### config.mk
export PLATFORM = sky130hd
export DESIGN_NAME = supervisor_watchdog_gating
export DESIGN_NICKNAME = d
export VERILOG_FILES = /design/src/pin_sync.v /design/src/tick_counter.v /design/src/supervisor_watchdog_gating.v
export VERILOG_INCLUDE_DIRS = /design/src /design/src/src
export SDC_FILE = /design/constraint.sdc
export NUM_CORES = 1
export LEC_CHECK = 0
export BUFFER_PORTS_ARGS = -buffer_cell sky130_fd_sc_hd__buf_2
export CORE_UTILIZATION = 55
export CTS_CLUSTER_SIZE = 28
export DETAILED_ROUTE_END_ITERATION = 8
export PLACE_DENSITY = 0.77
export SLEW_MARGIN = 20
export SYNTH_ARGS = -nofsm -noshare
export SYNTH_HDL_FRONTEND = slang
export SYNTH_SLANG_ARGS = --single-unit
### constraint.sdc
create_clock -name pclk -period 3.63 [get_ports pclk]
set_input_delay 0.363 -clock pclk [delete_from_list [all_inputs] [get_ports pclk]]
set_output_delay 0.363 -clock pclk [all_outputs]
set_load 0.02 [all_outputs]
### src/supervisor_map.vh
// constants shared by the supervisor watchdog and timebase core
`ifndef SUPERVISOR_MAP_VH
`define SUPERVISOR_MAP_VH

// clock rate and printed times
`define PCLK_KHZ          25000
`define RST_SHORT_MS      50
`define RST_LONG_MS       200
`define WD_SHORT_MS       100
`define WD_LONG_MS        1600

// external timebase counts, in timebase clocks
`define EXT_WD_NORMAL     26'h0000400
`define EXT_WD_AFTER_RST  26'h0001000
`define EXT_RST_SHORT     26'h0000200
`define EXT_RST_LONG      26'h0000800

// widths
`define CNT_W             26
`define ADDR_W            8
`define PIN_W             9

// register byte offsets
`define OFS_CTRL          8'h00
`define OFS_STATUS        8'h04
`define OFS_COUNT         8'h08

// control field and reset value
`define CTRL_LONG_RST     0
`define CTRL_RESET_VAL    1'h0

// status fields
`define ST_RESET_ACT      0
`define ST_LOW_LINE_N     1
`define ST_TIMEOUT_N      2
`define ST_BACKUP         3
`define ST_EXT_MODE       4
`define ST_LONG_PHASE     5
`define ST_WD_ARMED       6

`endif

### src/pin_sync.v
// three-stage pin synchroniser with agreement filter
`timescale 1ns/1ps
module pin_sync #(
  parameter W = 1
) (
  input  wire         clk,      // sampling clock
  input  wire         rst_n,    // async reset, active low
  input  wire [W-1:0] pin_in,   // raw asynchronous levels
  input  wire [W-1:0] init_val, // unused; reset loads zero into every stage and the output
  output reg  [W-1:0] pin_out   // filtered level
);
  reg [W-1:0] s1_q;
  reg [W-1:0] s2_q;
  reg [W-1:0] s3_q;
  integer     i;

  // first stage feeds only the second; output moves when stages two and three agree
  always @(posedge clk or negedge rst_n)
  begin
    if (!rst_n)
    begin
      s1_q    <= {W{1'b0}};
      s2_q    <= {W{1'b0}};
      s3_q    <= {W{1'b0}};
      pin_out <= {W{1'b0}};
    end
    else
    begin
      s1_q <= pin_in;
      s2_q <= s1_q;
      s3_q <= s2_q;
      for (i = 0; i < W; i = i + 1)
        if (s2_q[i] == s3_q[i])
          pin_out[i] <= s3_q[i];
    end
  end
endmodule

### src/tick_counter.v
// tick counter with clear and limit compare
`timescale 1ns/1ps
`include "supervisor_map.vh"
module tick_counter (
  input  wire              clk,   // block clock
  input  wire              rst_n, // async reset, active low
  input  wire              clr,   // hold count at zero
  input  wire              tick,  // one timebase step
  input  wire [`CNT_W-1:0] limit, // steps until done
  output wire              done,  // count reached limit
  output reg  [`CNT_W-1:0] count  // current count
);
  // saturates at the limit so done stays up until cleared
  assign done = (count >= limit);

  always @(posedge clk or negedge rst_n)
  begin
    if (!rst_n)
      count <= {`CNT_W{1'b0}};
    else if (clr)
      count <= {`CNT_W{1'b0}};
    else if (tick && !done)
      count <= count + {{(`CNT_W-1){1'b0}}, 1'b1};
  end
endmodule

### src/supervisor_watchdog_gating.v
// supervisor core: reset timing, watchdog, status flags, chip-enable gating
// Functional notes
// - gated chip-enable follows input, forced high while supply below threshold
// - backup-active flag high while output supply comes from backup
// - supply-low flag low below threshold, high at once when above
// - active-high reset output is always inverse of active-low reset
// - select high or undriven uses internal timing, low uses external timebase
// - external clock on timebase input times reset pulse and watchdog
// - internal mode reset lasts 50 ms, or 200 ms on long variant
// - internal mode timebase input level picks 100 ms or 1.6 s
// - long 1.6 s timeout applies directly after any reset
// - timeout status low when heartbeat holds level past timeout
// - timeout status returns high on next heartbeat transition
// - undriven or mid-level heartbeat disables watchdog, status stays high
// - timeout status forced high when supply-low flag goes low
// - reset asserted on low supply, supply below backup, or watchdog timeout
// - every heartbeat transition restarts the watchdog count
// - short internal timeout effective only after first heartbeat edge post-reset
// - external clock: 1024 normal, 4096 after reset, reset 512 or 2048
//
// Decided for this implementation: the placing of the registers and the APB interface to the registers.
`timescale 1ns/1ps
`include "supervisor_map.vh"
module supervisor_watchdog_gating #(
  parameter integer RST_SHORT_CYC = `RST_SHORT_MS * `PCLK_KHZ, // 50 ms in pclk cycles
  parameter integer RST_LONG_CYC  = `RST_LONG_MS * `PCLK_KHZ,  // 200 ms in pclk cycles
  parameter integer WD_SHORT_CYC  = `WD_SHORT_MS * `PCLK_KHZ,  // 100 ms in pclk cycles
  parameter integer WD_LONG_CYC   = `WD_LONG_MS * `PCLK_KHZ    // 1.6 s in pclk cycles
) (
  input  wire               pclk,                  // block clock, 25 MHz
  input  wire               presetn,               // async reset, active low
  input  wire [`ADDR_W-1:0] paddr,                 // apb byte address
  input  wire               psel,                  // apb select
  input  wire               penable,               // apb access phase
  input  wire               pwrite,                // apb write
  input  wire [31:0]        pwdata,                // apb write data
  output reg  [31:0]        prdata,                // apb read data
  output wire               pready,                // apb ready
  output wire               pslverr,               // apb error on unmapped address
  input  wire               ce_in_n,               // incoming chip enable, active low
  input  wire               heartbeat_input,       // heartbeat level
  input  wire               heartbeat_valid,       // heartbeat driven, not floating
  input  wire               timebase_select,       // timebase select level
  input  wire               timebase_select_valid, // timebase select driven
  input  wire               timebase_input,        // timebase level or external clock
  input  wire               timebase_input_valid,  // timebase input driven
  input  wire               supply_below_thr,      // comparator: supply below threshold
  input  wire               supply_below_batt,     // comparator: supply below backup
  output reg                ce_out_n,              // gated chip enable, active low
  output reg                backup_active,         // output supply taken from backup
  output reg                low_line_n,            // supply-low flag, active low
  output reg                reset_out_n,           // reset, active low
  output reg                reset_out,             // reset, active high
  output reg                timeout_status_n       // watchdog timeout status, active low
);
  // reset sequencer states, one-hot
  localparam [2:0] ST_HOLD  = 3'h1;
  localparam [2:0] ST_PULSE = 3'h2;
  localparam [2:0] ST_RUN   = 3'h4;

  // integer limits held at 32 bits here, narrowed to CNT_W at each use
  wire [31:0] rst_short_w = RST_SHORT_CYC;
  wire [31:0] rst_long_w  = RST_LONG_CYC;
  wire [31:0] wd_short_w  = WD_SHORT_CYC;
  wire [31:0] wd_long_w   = WD_LONG_CYC;

  reg  [2:0]        state_q;
  reg  [2:0]        state_d;
  reg               long_rst_q;
  reg               long_phase_q;
  reg               hb_prev_q;
  reg               tb_prev_q;
  wire [`PIN_W-1:0] pins_raw;
  wire [`PIN_W-1:0] pins_s;
  wire              ce_in_s;
  wire              hb_s;
  wire              hb_valid_s;
  wire              sel_s;
  wire              sel_valid_s;
  wire              tb_s;
  wire              tb_valid_s;
  wire              below_thr_s;
  wire              below_batt_s;
  wire              ext_mode;
  wire              tb_level;
  wire              tick;
  wire              supply_bad;
  wire              hb_edge;
  wire              wd_armed;
  wire              wd_expire;
  wire              rst_done;
  wire              wd_done;
  wire [`CNT_W-1:0] rst_count;
  wire [`CNT_W-1:0] wd_count;
  reg  [`CNT_W-1:0] rst_limit;
  reg  [`CNT_W-1:0] wd_limit;
  wire              reset_active;

  // every pin crosses into pclk through the filtered synchroniser
  assign pins_raw = {ce_in_n, heartbeat_input, heartbeat_valid,
                     timebase_select, timebase_select_valid,
                     timebase_input, timebase_input_valid,
                     supply_below_thr, supply_below_batt};

  // comparator flags and tri-level pins synchronised before use
  pin_sync #(
    .W (`PIN_W)
  ) u_pin_sync (
    .clk      (pclk),
    .rst_n    (presetn),
    .pin_in   (pins_raw),
    .init_val ({`PIN_W{1'b0}}),
    .pin_out  (pins_s)
  );

  // unpack synchronised levels
  assign ce_in_s      = pins_s[8];
  assign hb_s         = pins_s[7];
  assign hb_valid_s   = pins_s[6];
  assign sel_s        = pins_s[5];
  assign sel_valid_s  = pins_s[4];
  assign tb_s         = pins_s[3];
  assign tb_valid_s   = pins_s[2];
  assign below_thr_s  = pins_s[1];
  assign below_batt_s = pins_s[0];

  // undriven select counts as high, so internal timing is the fallback
  assign ext_mode = sel_valid_s & ~sel_s;
  // undriven timebase input counts as high, picking the long period
  assign tb_level = tb_s | ~tb_valid_s;

  // external mode steps once per rising timebase edge, internal mode every pclk
  assign tick = ext_mode ? (tb_s & ~tb_prev_q) : 1'b1;

  // either comparator condition holds the reset
  assign supply_bad = below_thr_s | below_batt_s;

  // heartbeat transition in either direction, only while driven
  assign hb_edge  = hb_valid_s & (hb_s ^ hb_prev_q);
  assign wd_armed = hb_valid_s & (state_q == ST_RUN);

  // an edge in the same cycle as expiry counts as service, so it wins
  assign wd_expire = wd_armed & wd_done & ~hb_edge;

  assign reset_active = (state_q != ST_RUN);

  // reset active period by mode and variant
  always @*
  begin
    if (ext_mode)
      rst_limit = long_rst_q ? `EXT_RST_LONG : `EXT_RST_SHORT;
    else if (long_rst_q)
      rst_limit = rst_long_w[`CNT_W-1:0];
    else
      rst_limit = rst_short_w[`CNT_W-1:0];
  end

  // watchdog period: long right after reset, else by mode and timebase level
  always @*
  begin
    if (ext_mode)
      wd_limit = long_phase_q ? `EXT_WD_AFTER_RST : `EXT_WD_NORMAL;
    else if (long_phase_q || tb_level)
      wd_limit = wd_long_w[`CNT_W-1:0];
    else
      wd_limit = wd_short_w[`CNT_W-1:0];
  end

  // reset pulse timer runs only in the pulse state
  tick_counter u_rst_timer (
    .clk   (pclk),
    .rst_n (presetn),
    .clr   (state_q != ST_PULSE),
    .tick  (tick),
    .limit (rst_limit),
    .done  (rst_done),
    .count (rst_count)
  );

  // watchdog timer cleared during reset, on each heartbeat edge, and when floating
  tick_counter u_wd_timer (
    .clk   (pclk),
    .rst_n (presetn),
    .clr   (~wd_armed | hb_edge),
    .tick  (tick),
    .limit (wd_limit),
    .done  (wd_done),
    .count (wd_count)
  );

  // reset sequencer next state
  always @*
  begin
    state_d = state_q;
    case (state_q)
      ST_HOLD:
      begin
        if (!supply_bad)
          state_d = ST_PULSE;
      end
      ST_PULSE:
      begin
        if (supply_bad)
          state_d = ST_HOLD;
        else if (rst_done)
          state_d = ST_RUN;
      end
      ST_RUN:
      begin
        if (supply_bad)
          state_d = ST_HOLD;
        else if (wd_expire)
          state_d = ST_PULSE;
      end
      default:
        state_d = ST_HOLD;
    endcase
  end

  // power-up starts with a full reset pulse
  always @(posedge pclk or negedge presetn)
  begin
    if (!presetn)
      state_q <= ST_PULSE;
    else
      state_q <= state_d;
  end

  // edge history for heartbeat and external timebase
  always @(posedge pclk or negedge presetn)
  begin
    if (!presetn)
    begin
      hb_prev_q <= 1'b0;
      tb_prev_q <= 1'b0;
    end
    else
    begin
      hb_prev_q <= hb_s;
      tb_prev_q <= tb_s;
    end
  end

  // long period holds from any reset until the first heartbeat edge after it
  always @(posedge pclk or negedge presetn)
  begin
    if (!presetn)
      long_phase_q <= 1'b1;
    else if (reset_active)
      long_phase_q <= 1'b1;
    else if (hb_edge)
      long_phase_q <= 1'b0;
  end

  // timeout status: low on expiry, high on heartbeat edge, low supply or float
  always @(posedge pclk or negedge presetn)
  begin
    if (!presetn)
      timeout_status_n <= 1'b1;
    else if (below_thr_s)
      timeout_status_n <= 1'b1;
    else if (!hb_valid_s)
      timeout_status_n <= 1'b1;
    else if (hb_edge)
      timeout_status_n <= 1'b1;
    else if (wd_expire)
      timeout_status_n <= 1'b0;
  end

  // both reset polarities load from one term so they never disagree
  always @(posedge pclk or negedge presetn)
  begin
    if (!presetn)
    begin
      reset_out_n <= 1'b0;
      reset_out   <= 1'b1;
    end
    else
    begin
      reset_out_n <= (state_d == ST_RUN);
      reset_out   <= (state_d != ST_RUN);
    end
  end

  // supply flags and chip-enable gate; registered, so a few cycles of latency
  always @(posedge pclk or negedge presetn)
  begin
    if (!presetn)
    begin
      low_line_n    <= 1'b0;
      backup_active <= 1'b0;
      ce_out_n      <= 1'b1;
    end
    else
    begin
      low_line_n    <= ~below_thr_s;
      backup_active <= below_batt_s;
      ce_out_n      <= supply_bad | ce_in_s;
    end
  end

  // apb slave: zero wait states, unmapped addresses answer with an error
  wire acc        = psel & penable;
  wire hit_ctrl   = (paddr == `OFS_CTRL);
  wire hit_status = (paddr == `OFS_STATUS);
  wire hit_count  = (paddr == `OFS_COUNT);
  wire mapped     = hit_ctrl | hit_status | hit_count;

  assign pready  = 1'b1;
  assign pslverr = acc & ~mapped;

  // control register: long reset variant select
  always @(posedge pclk or negedge presetn)
  begin
    if (!presetn)
      long_rst_q <= `CTRL_RESET_VAL;
    else if (acc && pwrite && hit_ctrl)
      long_rst_q <= pwdata[`CTRL_LONG_RST];
  end

  // read data captured in the setup cycle so it stands through the access phase
  always @(posedge pclk or negedge presetn)
  begin
    if (!presetn)
      prdata <= 32'h00000000;
    else if (psel && !penable)
    begin
      prdata <= 32'h00000000;
      if (hit_ctrl)
        prdata[`CTRL_LONG_RST] <= long_rst_q;
      else if (hit_status)
      begin
        prdata[`ST_RESET_ACT]  <= reset_active;
        prdata[`ST_LOW_LINE_N] <= low_line_n;
        prdata[`ST_TIMEOUT_N]  <= timeout_status_n;
        prdata[`ST_BACKUP]     <= backup_active;
        prdata[`ST_EXT_MODE]   <= ext_mode;
        prdata[`ST_LONG_PHASE] <= long_phase_q;
        prdata[`ST_WD_ARMED]   <= wd_armed;
      end
      else if (hit_count)
        prdata[`CNT_W-1:0] <= wd_count;
    end
  end
endmodule

# Yosys cells after proc, flatten, opt, wreduce, memory -nomap -nowiden
# Index checks and enable logic that the tools add are counted.
# W data, S select, Z words.
[totals]
reg_bits = 127
inputBits = 54
out_inout_bits = 40
elab_cells = 112
[op_classes]
add_sub_neg = 2
order_cmp = 2
n_eq_ne = 19
muxes = 28
bitwise = 22
n_reduce_logical = 13
[op_table]
columns = ["operator", "count"]
rows = [
  ["$mux W26", 8],
  ["$add A26 B1 Y26 const B", 2],
  ["$ge A26 B26 Y1", 2],
  ["$mux W25", 1],
  ["$mux W23", 1],
  ["$mux W19", 1],
  ["$mux W3", 5],
  ["$mux W13", 1],
  ["$mux W12", 1],
  ["$eq A1 B1 Y1", 9],
  ["$pmux W3 S3", 1],
  ["$and A1 B1 Y1", 8],
  ["$eq A8 B3 Y1 const B", 1],
  ["$eq A8 B4 Y1 const B", 1],
  ["$logic_not A8 Y1", 1],
  ["$mux W1", 8],
  ["$mux W7", 1],
  ["$not A1 Y1", 7],
  ["$eq A3 B3 Y1 const B", 2],
  ["$ne A3 B3 Y1 const B", 2],
  ["$or A1 B1 Y1", 6],
  ["$reduce_bool A2 Y1", 3],
  ["$logic_and A1 B1 Y1", 5],
  ["$ne A4 B4 Y1 const B", 1],
  ["6 further kinds", 8],
]

# Longest topological paths before layout
# Gate-level depths: netlist of the first run.
[depth]
word_depth = 12
mapped_depth = 15

# Cells and area by module
# From an unflattened synthesis of the first run, not the netlist that was laid out.
[hier_totals]
hier_cells = 738
hier_area_um2 = 7179.4
[by_module_without_submodules]
columns = ["mod", "n_inst", "cells_per_inst", "area_each_um2", "seq_area_each_um2"]
rows = [
  ["tick_counter", 2, 251, 2179.6, 650.6],
  ["supervisor_watchdog_gating", 1, 191, 1818.0, 982.2],
  ["pin_sync", 1, 45, 1002.2, 900.9],
]

# Worst setup path after synthesis of the first run
# No wires, ideal clock.
[synth_path]
kind = "register to register"
from = "reg u_pin_sync.pin_out[5]"
to = "reg u_rst_timer.count[16]"
arrival_ps = 2884
t_required_ps = 3552
slack_ps = 668
path_stages_with_launch = 12
n_path_buf = 2
cell_sequence = "dfrtp_1 nand2b_1 nand2_1 ha_1 a211o_1 o21ai_0 o2111ai_1 or4_1 buf_2 buf_6 or4_1 a21oi_1"
[synth_between]
elab_chain_len = 7
elab_cells_between_ends = 8
cone_classes = "1 x order compare; 2 x mux; 2 x bitwise; 3 x reduce/logical"
[synth_rtl]
columns = ["item", "line", "rtl"]
rows = [
  ["start: declaration", "pin_sync.v:10", "output reg [W-1:0] pin_out"],
  ["start signal: assignment", "pin_sync.v:25", "pin_out <= {W{1'b0}};"],
  ["start signal: indexed assignment", "pin_sync.v:34", "pin_out[i] <= s3_q[i];"],
  ["$not A1 Y1 (*)", "supervisor_watchdog_gating.v:128", "assign ext_mode = sel_valid_s & ~sel_s;"],
  ["$and A1 B1 Y1 (*)", "supervisor_watchdog_gating.v:128", ""],
  ["$mux W26", "supervisor_watchdog_gating.v:150", "if (ext_mode)"],
  ["$ge A26 B26 Y1", "tick_counter.v:14", "assign done = (count >= limit);"],
  ["$logic_not A1 Y1", "tick_counter.v:22", "else if (tick && !done)"],
  ["$logic_and A1 B1 Y1 (*)", "tick_counter.v:22", ""],
  ["$reduce_bool A2 Y1 (no source line) (*)", "--", ""],
  ["end signal: assignment", "tick_counter.v:19", "count <= {`CNT_W{1'b0}};"],
  ["end signal: assignment", "tick_counter.v:21", "count <= {`CNT_W{1'b0}};"],
  ["end signal: assignment", "tick_counter.v:23", "count <= count + {{(`CNT_W-1){1'b0}}, 1'b1};"],
  ["end: declaration", "tick_counter.v:11", "output reg [`CNT_W-1:0] count"],
]
# Every way passes the cells marked *; elsewhere a longest branch is shown, timed or not.
# A chain may end at the register's enable or synchronous reset.

# Worst setup path after layout of the first run
[layout_path]
from = "reg u_pin_sync.pin_out[5]"
to = "reg u_rst_timer.count[17]"
# Same word-level chain as after synthesis.

==> summary.txt, run 1 <==
GRT
  • Total track usage: 0.255
  • Initial antenna violation count: 0
  • Largest net degree at the start of global routing: 74
  • Overflow after GRT: 0
  • Vias in the first global route: ~4,900
  • First-pass GRT wire length: between 20 and 25 mm

Logic synthesis
  • Main flop type after synthesis: dfrtp_1
  • Syn Area/Cell: 10.3 um^2
  • Ys Warns: 0
  • Post-Synthesis Cell Area: 6210 um^2
  • Synth area leaders: dfrtp_1, ha_1, a21oi_1
  • Ys async rst share: 1.00
  • Cells after synthesis: 601
  • Number of synthesized flops with an enable pin: 0
  • Cell type contributing the most total cell area after synthesis: dfrtp_1
  • Yosys cell types: 56
  • Area share of the largest cell type after synthesis: 0.492
  • FF+latch count, synth: 127
  • Post-synthesis sequential area ratio: 0.513

Setup path
  • Crit Path Max Fanout: 35
  • WP data required: just under 4 ns
  • Crit path cell chain: nand2b_1, nand2_1, ha_1, a211o_1, o21ai_0, o2111ai_1, or4_1, buf_12, or4_1, a21oi_1
  • Slowest CP cell: or4_1
  • CP bufs+invs: 1
  • CP peak stage delay: 0.56 ns
  • R2R Setup Slk: approximately 0.24 ns
  • Worst setup SP type: flip-flop
  • CP most frequent cell: or4_1
  • Worst Path Arrival: roughly 3.7 ns
  • WS Path Type: reg -> reg
  • CP endpoint kind: flip-flop
  • Delay-heaviest family, CP: simple AND/OR/NAND/NOR gates

Outcome
  • Status: completed

Place
  • Routability cong.: around 0.84
  • Dpl cells: between 700 and 800
  • PortBufs: 55
  • HPWL reported at the end of detailed placement: roughly 9.4 mm

Die
  • Die Ht: 108 um
  • FP Rows: 38
  • Die ar.: roughly 12,000 um^2
  • Initial Utilization: 0.568
  • Core outline area: between 10,000 and 15,000 um^2
  • Total I/O pin count: 94
  • Die X: between 100 and 150 um

Timing
  • Final Cycle Share: 0.934
  • Clk_skew: between 0.007 and 0.008 ns
  • Worst slew margin: 0.344
  • RSZ-0062 raised after global routing: false
  • Final Hold Fails: 0
  • Pins Over Slew Limit: 0
  • Tmin final: ~3.4 ns
  • Setup Viol. Count Final: 0
  • Worst-margin pin slew: ~1 ns
  • Setup TNS: 0 ns
  • Max Fclk: ~300 MHz

Drt
  • Via density per instance: 6.23
  • Drt total wl: between 10 and 15 mm
  • 1st-iter DRT viols: about 270
  • Wirelength per Cell: 17.0 um
  • DR pass1 iterations: 7
  • Vias: 5,032
  • Antenna viol nets, final: 0
  • DR DRC count: 0

Cells and area
  • Non-Filler Instances: 808
  • Share of cells above drive strength 1: 0.165
  • Commonest non-fill, non-tap cell in the layout: dfrtp_1
  • Nets: ~740
  • Synth-to-Final Area Change: 16.3%
  • Reg area: approximately 3200 um^2
  • Footprint of the multi-input gates: approximately 2800 um^2
  • Commonest cells after routing, fill and taps aside: dfrtp_1, buf_2, nand2_1
  • Ant diodes: 0
  • FILL cells: around 860

Job
  • Maxcap violations: 0

Clock tree
  • Root buf cell: clkbuf_16
  • CTS tree: built
  • Num CTS Buffers: 17
  • Max Buffers Root-to-Sink: 2
  • CTS sink cnt: 127
  • H-tree depth: 4
  • Hold buffer count at CTS: 0
  • Clk Latency, worst-skew pair: between 0.4 and 0.5 ns
  • Reg clk slew, reported paths: 0.06 ns

Pwr
  • Leak pwr: about 0.0032 uW
  • PnR Total Power: roughly 3300 uW
  • VDD IR max: about 0.47 mV
  • Power Density: 458 nW/um^2

Worst hold path
  • HP Class: in -> reg
[flip-flops by register name, indices dropped and copies added (netlist names), 3 cells and up]
register,flops
u_rst_timer.count,26
u_pin_sync.s1_q,9
u_pin_sync.pin_out,9
state_q,3
u_pin_sync.s3_q,9
prdata,26
u_pin_sync.s2_q,9
u_wd_timer.count,26
[path summary, 6_finish.rpt]
path | start | to | cells past startpoint
max | u_pin_sync.pin_out[5]$_DFFE_PN0N_ | u_rst_timer.count[17]$_DFFE_PN0P_ | 10
min | timebase_input_valid | u_pin_sync.s1_q[2]$_DFF_PN0_ | 1
max reg2reg | u_pin_sync.pin_out[5]$_DFFE_PN0N_ | u_rst_timer.count[17]$_DFFE_PN0P_ | 10
min reg2reg | u_pin_sync.s1_q[5]$_DFF_PN0_ | u_pin_sync.s2_q[5]$_DFF_PN0_ | 0
max in group asynchronous | presetn | timeout_status_n$_DFFE_PN1P_ | 2
min in group asynchronous | presetn | prdata[11]$_DFFE_PN0P_ | 1
[stage by stage]
step                      instance area, um^2  utilization  hold slack [ns]  setup WS (ns)
after floorplan                          6230            -           0.0674          0.668
after global placement                   6630        0.606            0.333          0.369
after detailed placement                 6630        0.606            0.335          0.259
after CTS                                7210        0.659           0.0261          0.221
after global routing                     7220        0.660           0.0173         0.0476
final                                    7220        0.660           0.0370          0.240
[area by class of cell]
class / instances / area share
sequential: 127 / 0.441
multi-input combinational: 423 / 0.389
clock buffer: 17 / 0.0589
timing repair buffer: 64 / 0.0530
tap: 140 / 0.0243
clock inverter: 15 / 0.0224
inverter: 22 / 0.0114
[synthesized netlist by cell type (all sizes together), types with 3 or more instances]
cell / n
a21o: 7
a21oi: 46
a22o: 21
a22oi: 5
a31o: 3
and2: 5
and3: 11
buf: 12
clkbuf: 22
dfrtp: 122
dfstp: 5
ha: 32
inv: 21
maj3: 9
nand2: 49
nand2b: 5
nand3: 26
nand4: 13
nor2: 26
nor2b: 3
nor3: 5
nor3b: 4
nor4: 4
nor4bb: 4
o211ai: 3
o21a: 3
o21ai: 23
o31ai: 30
or3: 20
or4: 29
xnor2: 3
[cells by family (layout without fill, tap and decap cells)]
kind of cell,count (synthesis),count (layout),share of synthesized area
muxes,2,2,0.00323
buffers and inverters,56,118,0.0397
xor gates and xnor gates,3,3,0.00423
other,2,7,0.00121
AOI/OAI and AO/OA,158,158,0.171
and+or+nand+nor,212,212,0.189
DFF,127,127,0.513
adders and majority gates,41,41,0.0790
[where the power goes]
group	total [uW]	internal [uW]	leakage, uW	switching (uW)
logic	177	59.1	0.00125	118
clock network	1650	923	0.000290	730
registers	1480	1450	0.00166	25.4
[metal layers]
layer / GRT usage / vias to the layer above / share of wire
li1: - / 2354 / -
met1: 0.307 / 2510 / 0.42
met2: 0.436 / 147 / 0.52
met3: 0.0633 / 21 / 0.047
met4: 0.104 / 0 / 0.016
met5: 0 / - / 0
[what timing repair did]
action	4_1_cts	5_1_grt
gates resized for setup	0	1
endpoints found under the setup margin	0	1
buffers inserted	0	0
No activity file was read; power rests on OpenSTA's default activity.
==> run 2: changes to the inputs <==
--- a/config.mk
+++ b/config.mk
@@ -11,6 +11,7 @@
 export CTS_CLUSTER_SIZE = 28
 export DETAILED_ROUTE_END_ITERATION = 8
 export PLACE_DENSITY = 0.77
+export REMOVE_ABC_BUFFERS = 1
 export SLEW_MARGIN = 20
 export SYNTH_ARGS = -nofsm -noshare
 export SYNTH_HDL_FRONTEND = slang
==> run 2 against run 1 <==
  * Power increased by 1.9%
  * Critical path depth increased by 3
  * Non-clock buffer count increased by 4
  * Routed wire length increased by 3.2%
  * Cell area increased by 0.28%
  * Clock-buffer cell count increased by 1
  * Hold slack got worse by 0.031 ns
  * Register-to-register slack got worse by 0.03 ns
  * Global-route usage increased by 1.1 points
  * Clock skew increased by 0.0040 ns
==> summary.txt, run 2 (synthesis gave the netlist of run 1 again) <==
Cells and area
  • Commonest non-fill, non-tap cell in the layout: dfrtp_1 (unchanged)
  • Synth-to-Final Area Change: 16.6% (was 16.3%)
  • Reg area: 3180 um^2 (unchanged)
  • Nets: 745 (was 741)
  • FILL cells: 818 (was 862)
  • Commonest cells after routing, fill and taps aside: dfrtp_1, buf_2, nand2_1 (unchanged)
  • Share of cells above drive strength 1: 0.165 (about the same)
  • Ant diodes: 0 (unchanged)
  • Largest registers: prdata: 26 flops, u_rst_timer.count: 26 flops, u_wd_timer.count: 26 flops (unchanged)
  • Footprint of the multi-input gates: 2800 um^2 (was 2810 um^2)
  • Non-Filler Instances: 812 (was 808)

Pwr
  • Internal: 2540 uW (was 2430 uW)
  • Comb pwr share: 0.053 (was 0.054)
  • Clk network pwr share: 0.508 (was 0.500)
  • Register share of total power: 0.439 (was 0.447)
  • Power Density: 466 nW/um^2 (was 458 nW/um^2)
  • Sw Share: 0.245 (was 0.264)
  • VDD IR max: 0.358 mV (was 0.471 mV)
  • Leak pwr: 0.00321 uW (was 0.00319 uW)
  • NetSw: 827 uW (was 874 uW)

Timing
  • Setup Viol. Count Final: 0 (unchanged)
  • Max Fclk: 293 MHz (was 295 MHz)
  • Final Cycle Share: 0.941 (was 0.934)
  • Worst slew margin: 0.449 (was 0.344)
  • Pins Over Slew Limit: 0 (unchanged)
  • Clk_skew: 0.0117 ns (was 0.00773 ns)
  • RSZ-0062 raised after global routing: false (unchanged)
  • Final Hold Fails: 0 (unchanged)
  • Worst-margin pin slew: 0.825 ns (was 0.981 ns)
  • Setup TNS: 0 ns (unchanged)
  • Tmin final: 3.42 ns (was 3.39 ns)

Clock tree
  • Hold buffer count at CTS: 0 (unchanged)
  • Num CTS Buffers: 17 (unchanged)
  • CTS tree: built (unchanged)
  • Root buf cell: clkbuf_16 (unchanged)
  • H-tree depth: 4 (unchanged)
  • Post CTS Setup Buffer Count: 0 (unchanged)
  • Clk Latency, worst-skew pair: 0.43 ns (about the same)
  • Reg clk slew, reported paths: 0.06 ns (about the same)
  • Max Buffers Root-to-Sink: 2 (unchanged)
  • Post-cts resize count: 0 (unchanged)
  • CTS sink cnt: 127 (unchanged)

Setup path
  • CP bufs+invs: 3 (was 1)
  • WP data required: 3.97 ns (about the same)
  • Delay-heaviest family, CP: simple AND/OR/NAND/NOR gates (unchanged)
  • R2R Setup Slk: 0.21 ns (was 0.24 ns)
  • CP peak stage delay: 0.50 ns (was 0.56 ns)
  • Crit path cell chain: nand2b_1, inv_1, nor2_1, or2_2, inv_1, ha_1, a21o_1, nand2_1, a21oi_1, a211o_1, buf_12, or4_1, a21oi_1 (was nand2b_1, nand2_1, ha_1, a211o_1, o21ai_0, o2111ai_1, or4_1, buf_12, or4_1, a21oi_1)
  • CP endpoint kind: flip-flop (unchanged)
  • Slowest CP cell: or4_1 (unchanged)
  • Crit Path Max Fanout: 29 (was 35)
  • Worst Path Arrival: 3.76 ns (was 3.73 ns)
  • WS Path Type: reg -> reg (unchanged)
  • Worst setup SP type: flip-flop (unchanged)

Place
  • HPWL reported at the end of detailed placement: 9.65 mm (was 9.40 mm)
  • PortBufs: 55 (unchanged)
  • Routability cong.: 0.854 (was 0.840)
  • Dpl cells: 780 (was 776)

Drt
  • Wirelength per Cell: 17.4 um (was 17.0 um)
  • Via density per instance: 6.17 (was 6.23)
  • 1st-iter DRT viols: 303 (was 273)
  • Antenna viol nets, final: 0 (unchanged)
  • DR pass1 iterations: 5 (was 7)
  • Vias: 5,012 (was 5,032)
  • DR DRC count: 0 (unchanged)
  • Drt total wl: 14.1 mm (was 13.7 mm)

Job
  • Maxcap violations: 0 (unchanged)

Die
  • Die Ht: 108 um (unchanged)
  • Die ar.: 11,700 um^2 (unchanged)
  • Die X: 108 um (unchanged)
  • Initial Utilization: 0.568 (unchanged)
  • Total I/O pin count: 94 (unchanged)
  • FP Rows: 38 (unchanged)
  • Core outline area: 10,900 um^2 (unchanged)

GRT
  • Overflow after GRT: 0 (unchanged)
  • Largest net degree at the start of global routing: 59 (was 74)
  • Vias in the first global route: 4,921 (was 4,892)
  • First-pass GRT wire length: 23.6 mm (was 22.9 mm)
  • Initial antenna violation count: 0 (unchanged)
  • Total track usage: 0.265 (was 0.255)

Outcome
  • Status: completed (unchanged)

Worst hold path
  • HP Class: in -> async (was in -> reg)
-- run 2: through the flow --
stage          utilization  instance area (um^2)  power [uW]  setup slack (ns)  hold WS (ns)
2_1_floorplan            -                  6060        1590             0.469        0.0674
3_3_place_gp         0.607                  6640        1670             0.384         0.332
3_5_place_dp         0.607                  6640        1680             0.257         0.337
4_1_cts              0.662                  7240        3400             0.206        0.0306
5_1_grt              0.662                  7240        3490           0.00712        0.0166
6_report             0.662                  7240        3370             0.214       0.00651
-- run 2: path summary, 6_finish.rpt --
path | to | from | cells after the start
setup / recovery | u_wd_timer.count[19]$_DFFE_PN0P_ | u_pin_sync.pin_out[5]$_DFFE_PN0N_ | 13
hold / removal | prdata[15]$_DFFE_PN0P_ | presetn | 1
min in group pclk | u_pin_sync.s1_q[6]$_DFF_PN0_ | heartbeat_valid | 1
max in group asynchronous | ce_out_n$_DFF_PN1_ | presetn | 2
hold reg to reg | u_pin_sync.s2_q[2]$_DFF_PN0_ | u_pin_sync.s1_q[2]$_DFF_PN0_ | 0
setup reg to reg | u_wd_timer.count[19]$_DFFE_PN0P_ | u_pin_sync.pin_out[5]$_DFFE_PN0N_ | 13
-- run 2: layout make-up --
type	instances	share of cell area
Timing Repair Buffer	68	0.0553
Tap cell	140	0.0242
Clock inverter	14	0.0232
Multi-Input combinational cell	423	0.387
Clock buffer	18	0.0593
Inverter	22	0.0114
Sequential cell	127	0.440
-- run 2: metal layers --
layer,up-vias,GRT usage,part of all wire
met3,28,0.0766,0.039
met4,0,0.111,0.022
met1,2497,0.318,0.42
li1,2360,-,-
met5,-,0,0
met2,127,0.447,0.52
-- run 2: power groups by stage --
stage,Combinational (uW),Clock [uW],Sequential (uW)
3_5_place_dp,178,0,1500
2_1_floorplan,89.9,0,1500
4_1_cts,180,1740,1480
3_3_place_gp,168,0,1500
5_1_grt,200,1800,1480
6_report,179,1710,1480
==> run 3: changes to the inputs <==
--- a/config.mk
+++ b/config.mk
@@ -8,10 +8,13 @@
 export LEC_CHECK = 0
 export BUFFER_PORTS_ARGS = -buffer_cell sky130_fd_sc_hd__buf_2
 export CORE_UTILIZATION = 55
+export CTS_BUF_LIST = sky130_fd_sc_hd__clkbuf_2 sky130_fd_sc_hd__clkbuf_4 sky130_fd_sc_hd__clkbuf_8
 export CTS_CLUSTER_SIZE = 28
 export DETAILED_ROUTE_END_ITERATION = 8
 export PLACE_DENSITY = 0.77
 export REMOVE_ABC_BUFFERS = 1
+export SETUP_SLACK_MARGIN = 0.5
+export SKIP_CTS_REPAIR_TIMING = 1
 export SLEW_MARGIN = 20
 export SYNTH_ARGS = -nofsm -noshare
 export SYNTH_HDL_FRONTEND = slang
==> run 3 against run 2 <==
  * The flow now finishes with violations (hold timing)
  * Final cell count grew 2.3%
  * Via count up 2.8%
  * Utilization grew 1.0 points
  * Critical path type unchanged
  * Clock power shrank 26%
  * Largest power group is now registers
  * Die area stayed put
  * Worst setup slack gained 0.34 ns
  * Clock skew increased by 0.00076 ns
  * Cell area grew 1.5%
  * Combinational power grew 17%
  * Register-to-register slack improved by 0.34 ns
==> summary.txt, run 3 (synthesis gave the netlist of run 1 again) <==
GRT
  • Overflow after GRT: 0 (unchanged)
  • Largest net degree at the start of global routing: 59 (unchanged)
  • Initial antenna violation count: 0 (unchanged)
  • First-pass GRT wire length: 22.9 mm (was 23.6 mm)
  • Total track usage: 0.257 (was 0.265)
  • Vias in the first global route: 4,850 (was 4,921)

Die
  • Total I/O pin count: 94 (unchanged)
  • Die Ht: 108 um (unchanged)
  • FP Rows: 38 (unchanged)
  • Core outline area: 10,900 um^2 (unchanged)
  • Initial Utilization: 0.568 (unchanged)
  • Die X: 108 um (unchanged)
  • Die ar.: 11,700 um^2 (unchanged)

Drt
  • Via density per instance: 6.20 (was 6.17)
  • Drt total wl: 14.4 mm (was 14.1 mm)
  • DR DRC count: 0 (unchanged)
  • DR pass1 iterations: 5 (unchanged)
  • 1st-iter DRT viols: 333 (was 303)
  • Antenna viol nets, final: 0 (unchanged)
  • Wirelength per Cell: 17.3 um (was 17.4 um)
  • Vias: 5,150 (was 5,012)

Clock tree
  • Num CTS Buffers: 17 (unchanged)
  • CTS sink cnt: 127 (unchanged)
  • CTS tree: built (unchanged)
  • Max Buffers Root-to-Sink: 2 (unchanged)
  • Root buf cell: clkbuf_8 (was clkbuf_16)
  • H-tree depth: 4 (unchanged)
  • Reg clk slew, reported paths: 0.08 ns (was 0.06 ns)
  • Clk Latency, worst-skew pair: 0.46 ns (was 0.43 ns)

Place
  • PortBufs: 55 (unchanged)
  • Dpl cells: 780 (unchanged)
  • Routability cong.: 0.854 (unchanged)
  • DP Area: 6640 um^2 (unchanged)
  • HPWL reported at the end of detailed placement: 9.65 mm (unchanged)

Timing
  • RSZ-0062 raised after global routing: false (unchanged)
  • Setup TNS: 0 ns (unchanged)
  • Min Hold Slack: -0.0262 ns (was 0.00651 ns)
  • Setup Viol. Count Final: 0 (unchanged)
  • Max Fclk: 325 MHz (was 293 MHz)
  • Final Cycle Share: 0.846 (was 0.941)
  • Final Hold Fails: 55 (was 0)
  • Tmin final: 3.07 ns (was 3.42 ns)
  • Clk_skew: 0.0125 ns (was 0.0117 ns)
  • Worst-margin pin slew: 0.855 ns (was 0.825 ns)
  • Worst slew margin: 0.429 (was 0.449)
  • Pins Over Slew Limit: 0 (unchanged)

Setup path
  • Worst setup SP type: flip-flop (unchanged)
  • Reg2Reg Depth: 10 (was 13)
  • Reg2reg start: u_pin_sync.pin_out[5]$_DFFE_PN0N_ (unchanged)
  • Crit Path Max Fanout: 18 (was 29)
  • WS Path Type: reg -> reg (unchanged)
  • Reg-to-Reg End: u_rst_timer.count[12]$_DFFE_PN0P_ (was u_wd_timer.count[19]$_DFFE_PN0P_)
  • R2R Setup Slk: 0.56 ns (was 0.21 ns)
  • CP endpoint kind: flip-flop (unchanged)
  • Worst Path Arrival: 3.46 ns (was 3.76 ns)
  • WP data required: 4.01 ns (was 3.97 ns)

Cells and area
  • Largest registers: prdata: 26 flops, u_rst_timer.count: 26 flops, u_wd_timer.count: 26 flops (unchanged)
  • Commonest cells after routing, fill and taps aside: dfrtp_1, buf_2, nand2_1 (unchanged)
  • Share of cells above drive strength 1: 0.207 (was 0.165)
  • Ant diodes: 0 (unchanged)
  • Nets: 764 (was 745)
  • Commonest non-fill, non-tap cell in the layout: dfrtp_1 (unchanged)
  • Final Core Density: 0.672 (was 0.662)
  • Fin area: 7350 um^2 (was 7240 um^2)
  • Non-Filler Instances: 831 (was 812)
  • Synth-to-Final Area Change: 18.4% (was 16.6%)
  • FILL cells: 833 (was 818)

Outcome
  • Status: complete, but fails checks (was completed)
  • Violated checks: hold timing

Pwr
  • VDD IR max: 0.432 mV (was 0.358 mV)
  • Leak pwr: 0.00323 uW (was 0.00321 uW)
  • Power Density: 401 nW/um^2 (was 466 nW/um^2)
  • PnR Total Power: 2950 uW (was 3370 uW)

Job
  • Maxcap violations: 0 (unchanged)

Worst hold path
  • HP Class: in -> async (unchanged)
## run 3: cell types whose count changed in the layout (fill, tap and decap cells not counted), sizes merged
cell / before / now
clkbuf: 18 / 19
buf: 68 / 77
dlygate4sd3: 0 / 9
## run 3: per-layer routing
metal  global-route usage  routed length [um]
met4                0.119                 302
met1                0.314                6070
met5                    0                   0
met2                0.432                7380
met3               0.0585                 623
## run 3: final cells by class
type	instances	area (um^2)	share of cell area
Timing Repair Buffer	87	583	0.0793
Tap cell	140	175	0.0238
Multi-Input combinational cell	423	2910	0.396
Clock buffer	18	241	0.0329
Clock inverter	14	168	0.0228
Sequential cell	127	3180	0.433
Inverter	22	85.1	0.0116
## run 3: stage by stage
| stage | setup slack, ns | hold slack [ns] |
|---|---|---|
| floorplan | 0.469 | 0.0674 |
| global placement | 0.384 | 0.332 |
| detailed placement | 0.257 | 0.337 |
| CTS | 0.227 | -0.00849 |
| global route | 0.438 | 0.0181 |
| finish | 0.558 | -0.0262 |
## run 3: power breakdown
part / internal (uW) / leakage, uW / switching (uW)
Combinational: 77.7 / 0.00136 / 131
Sequential: 1450 / 0.00166 / 25.8
Clock: 639 / 0.000209 / 625
Total: 2170 / 0.00323 / 781
## run 3: worst max path at each step
| stage | from | to | slack [ns] | cells past startpoint |
|---|---|---|---|---|
| CTS | u_pin_sync.pin_out[5]$_DFFE_PN0N_ | u_wd_timer.count[25]$_DFFE_PN0P_ | 0.23 | 13 |
| floorplan | u_pin_sync.pin_out[5]$_DFFE_PN0N_ | u_rst_timer.count[14]$_DFFE_PN0P_ | 0.47 | 9 |
| detailed placement | u_pin_sync.pin_out[5]$_DFFE_PN0N_ | u_wd_timer.count[9]$_DFFE_PN0P_ | 0.26 | 13 |
| finish | u_pin_sync.pin_out[5]$_DFFE_PN0N_ | u_rst_timer.count[12]$_DFFE_PN0P_ | 0.56 | 10 |
| global placement | u_pin_sync.pin_out[5]$_DFFE_PN0N_ | u_rst_timer.count[12]$_DFFE_PN0P_ | 0.38 | 10 |
| global route | u_pin_sync.pin_out[4]$_DFFE_PN0N_ | u_wd_timer.count[21]$_DFFE_PN0P_ | 0.44 | 12 |
## run 3: worst max-delay path: stages, from the launching register on
cell	delay, ns
dfrtp_1	0.39
nand2b_4	0.19
nand2_4	0.13
ha_4	0.21
a21o_1	0.20
a211oi_2	0.33
a2111oi_4	0.14
or4_4	0.56
buf_12	0.17
or4_1	0.53
a21oi_2	0.16
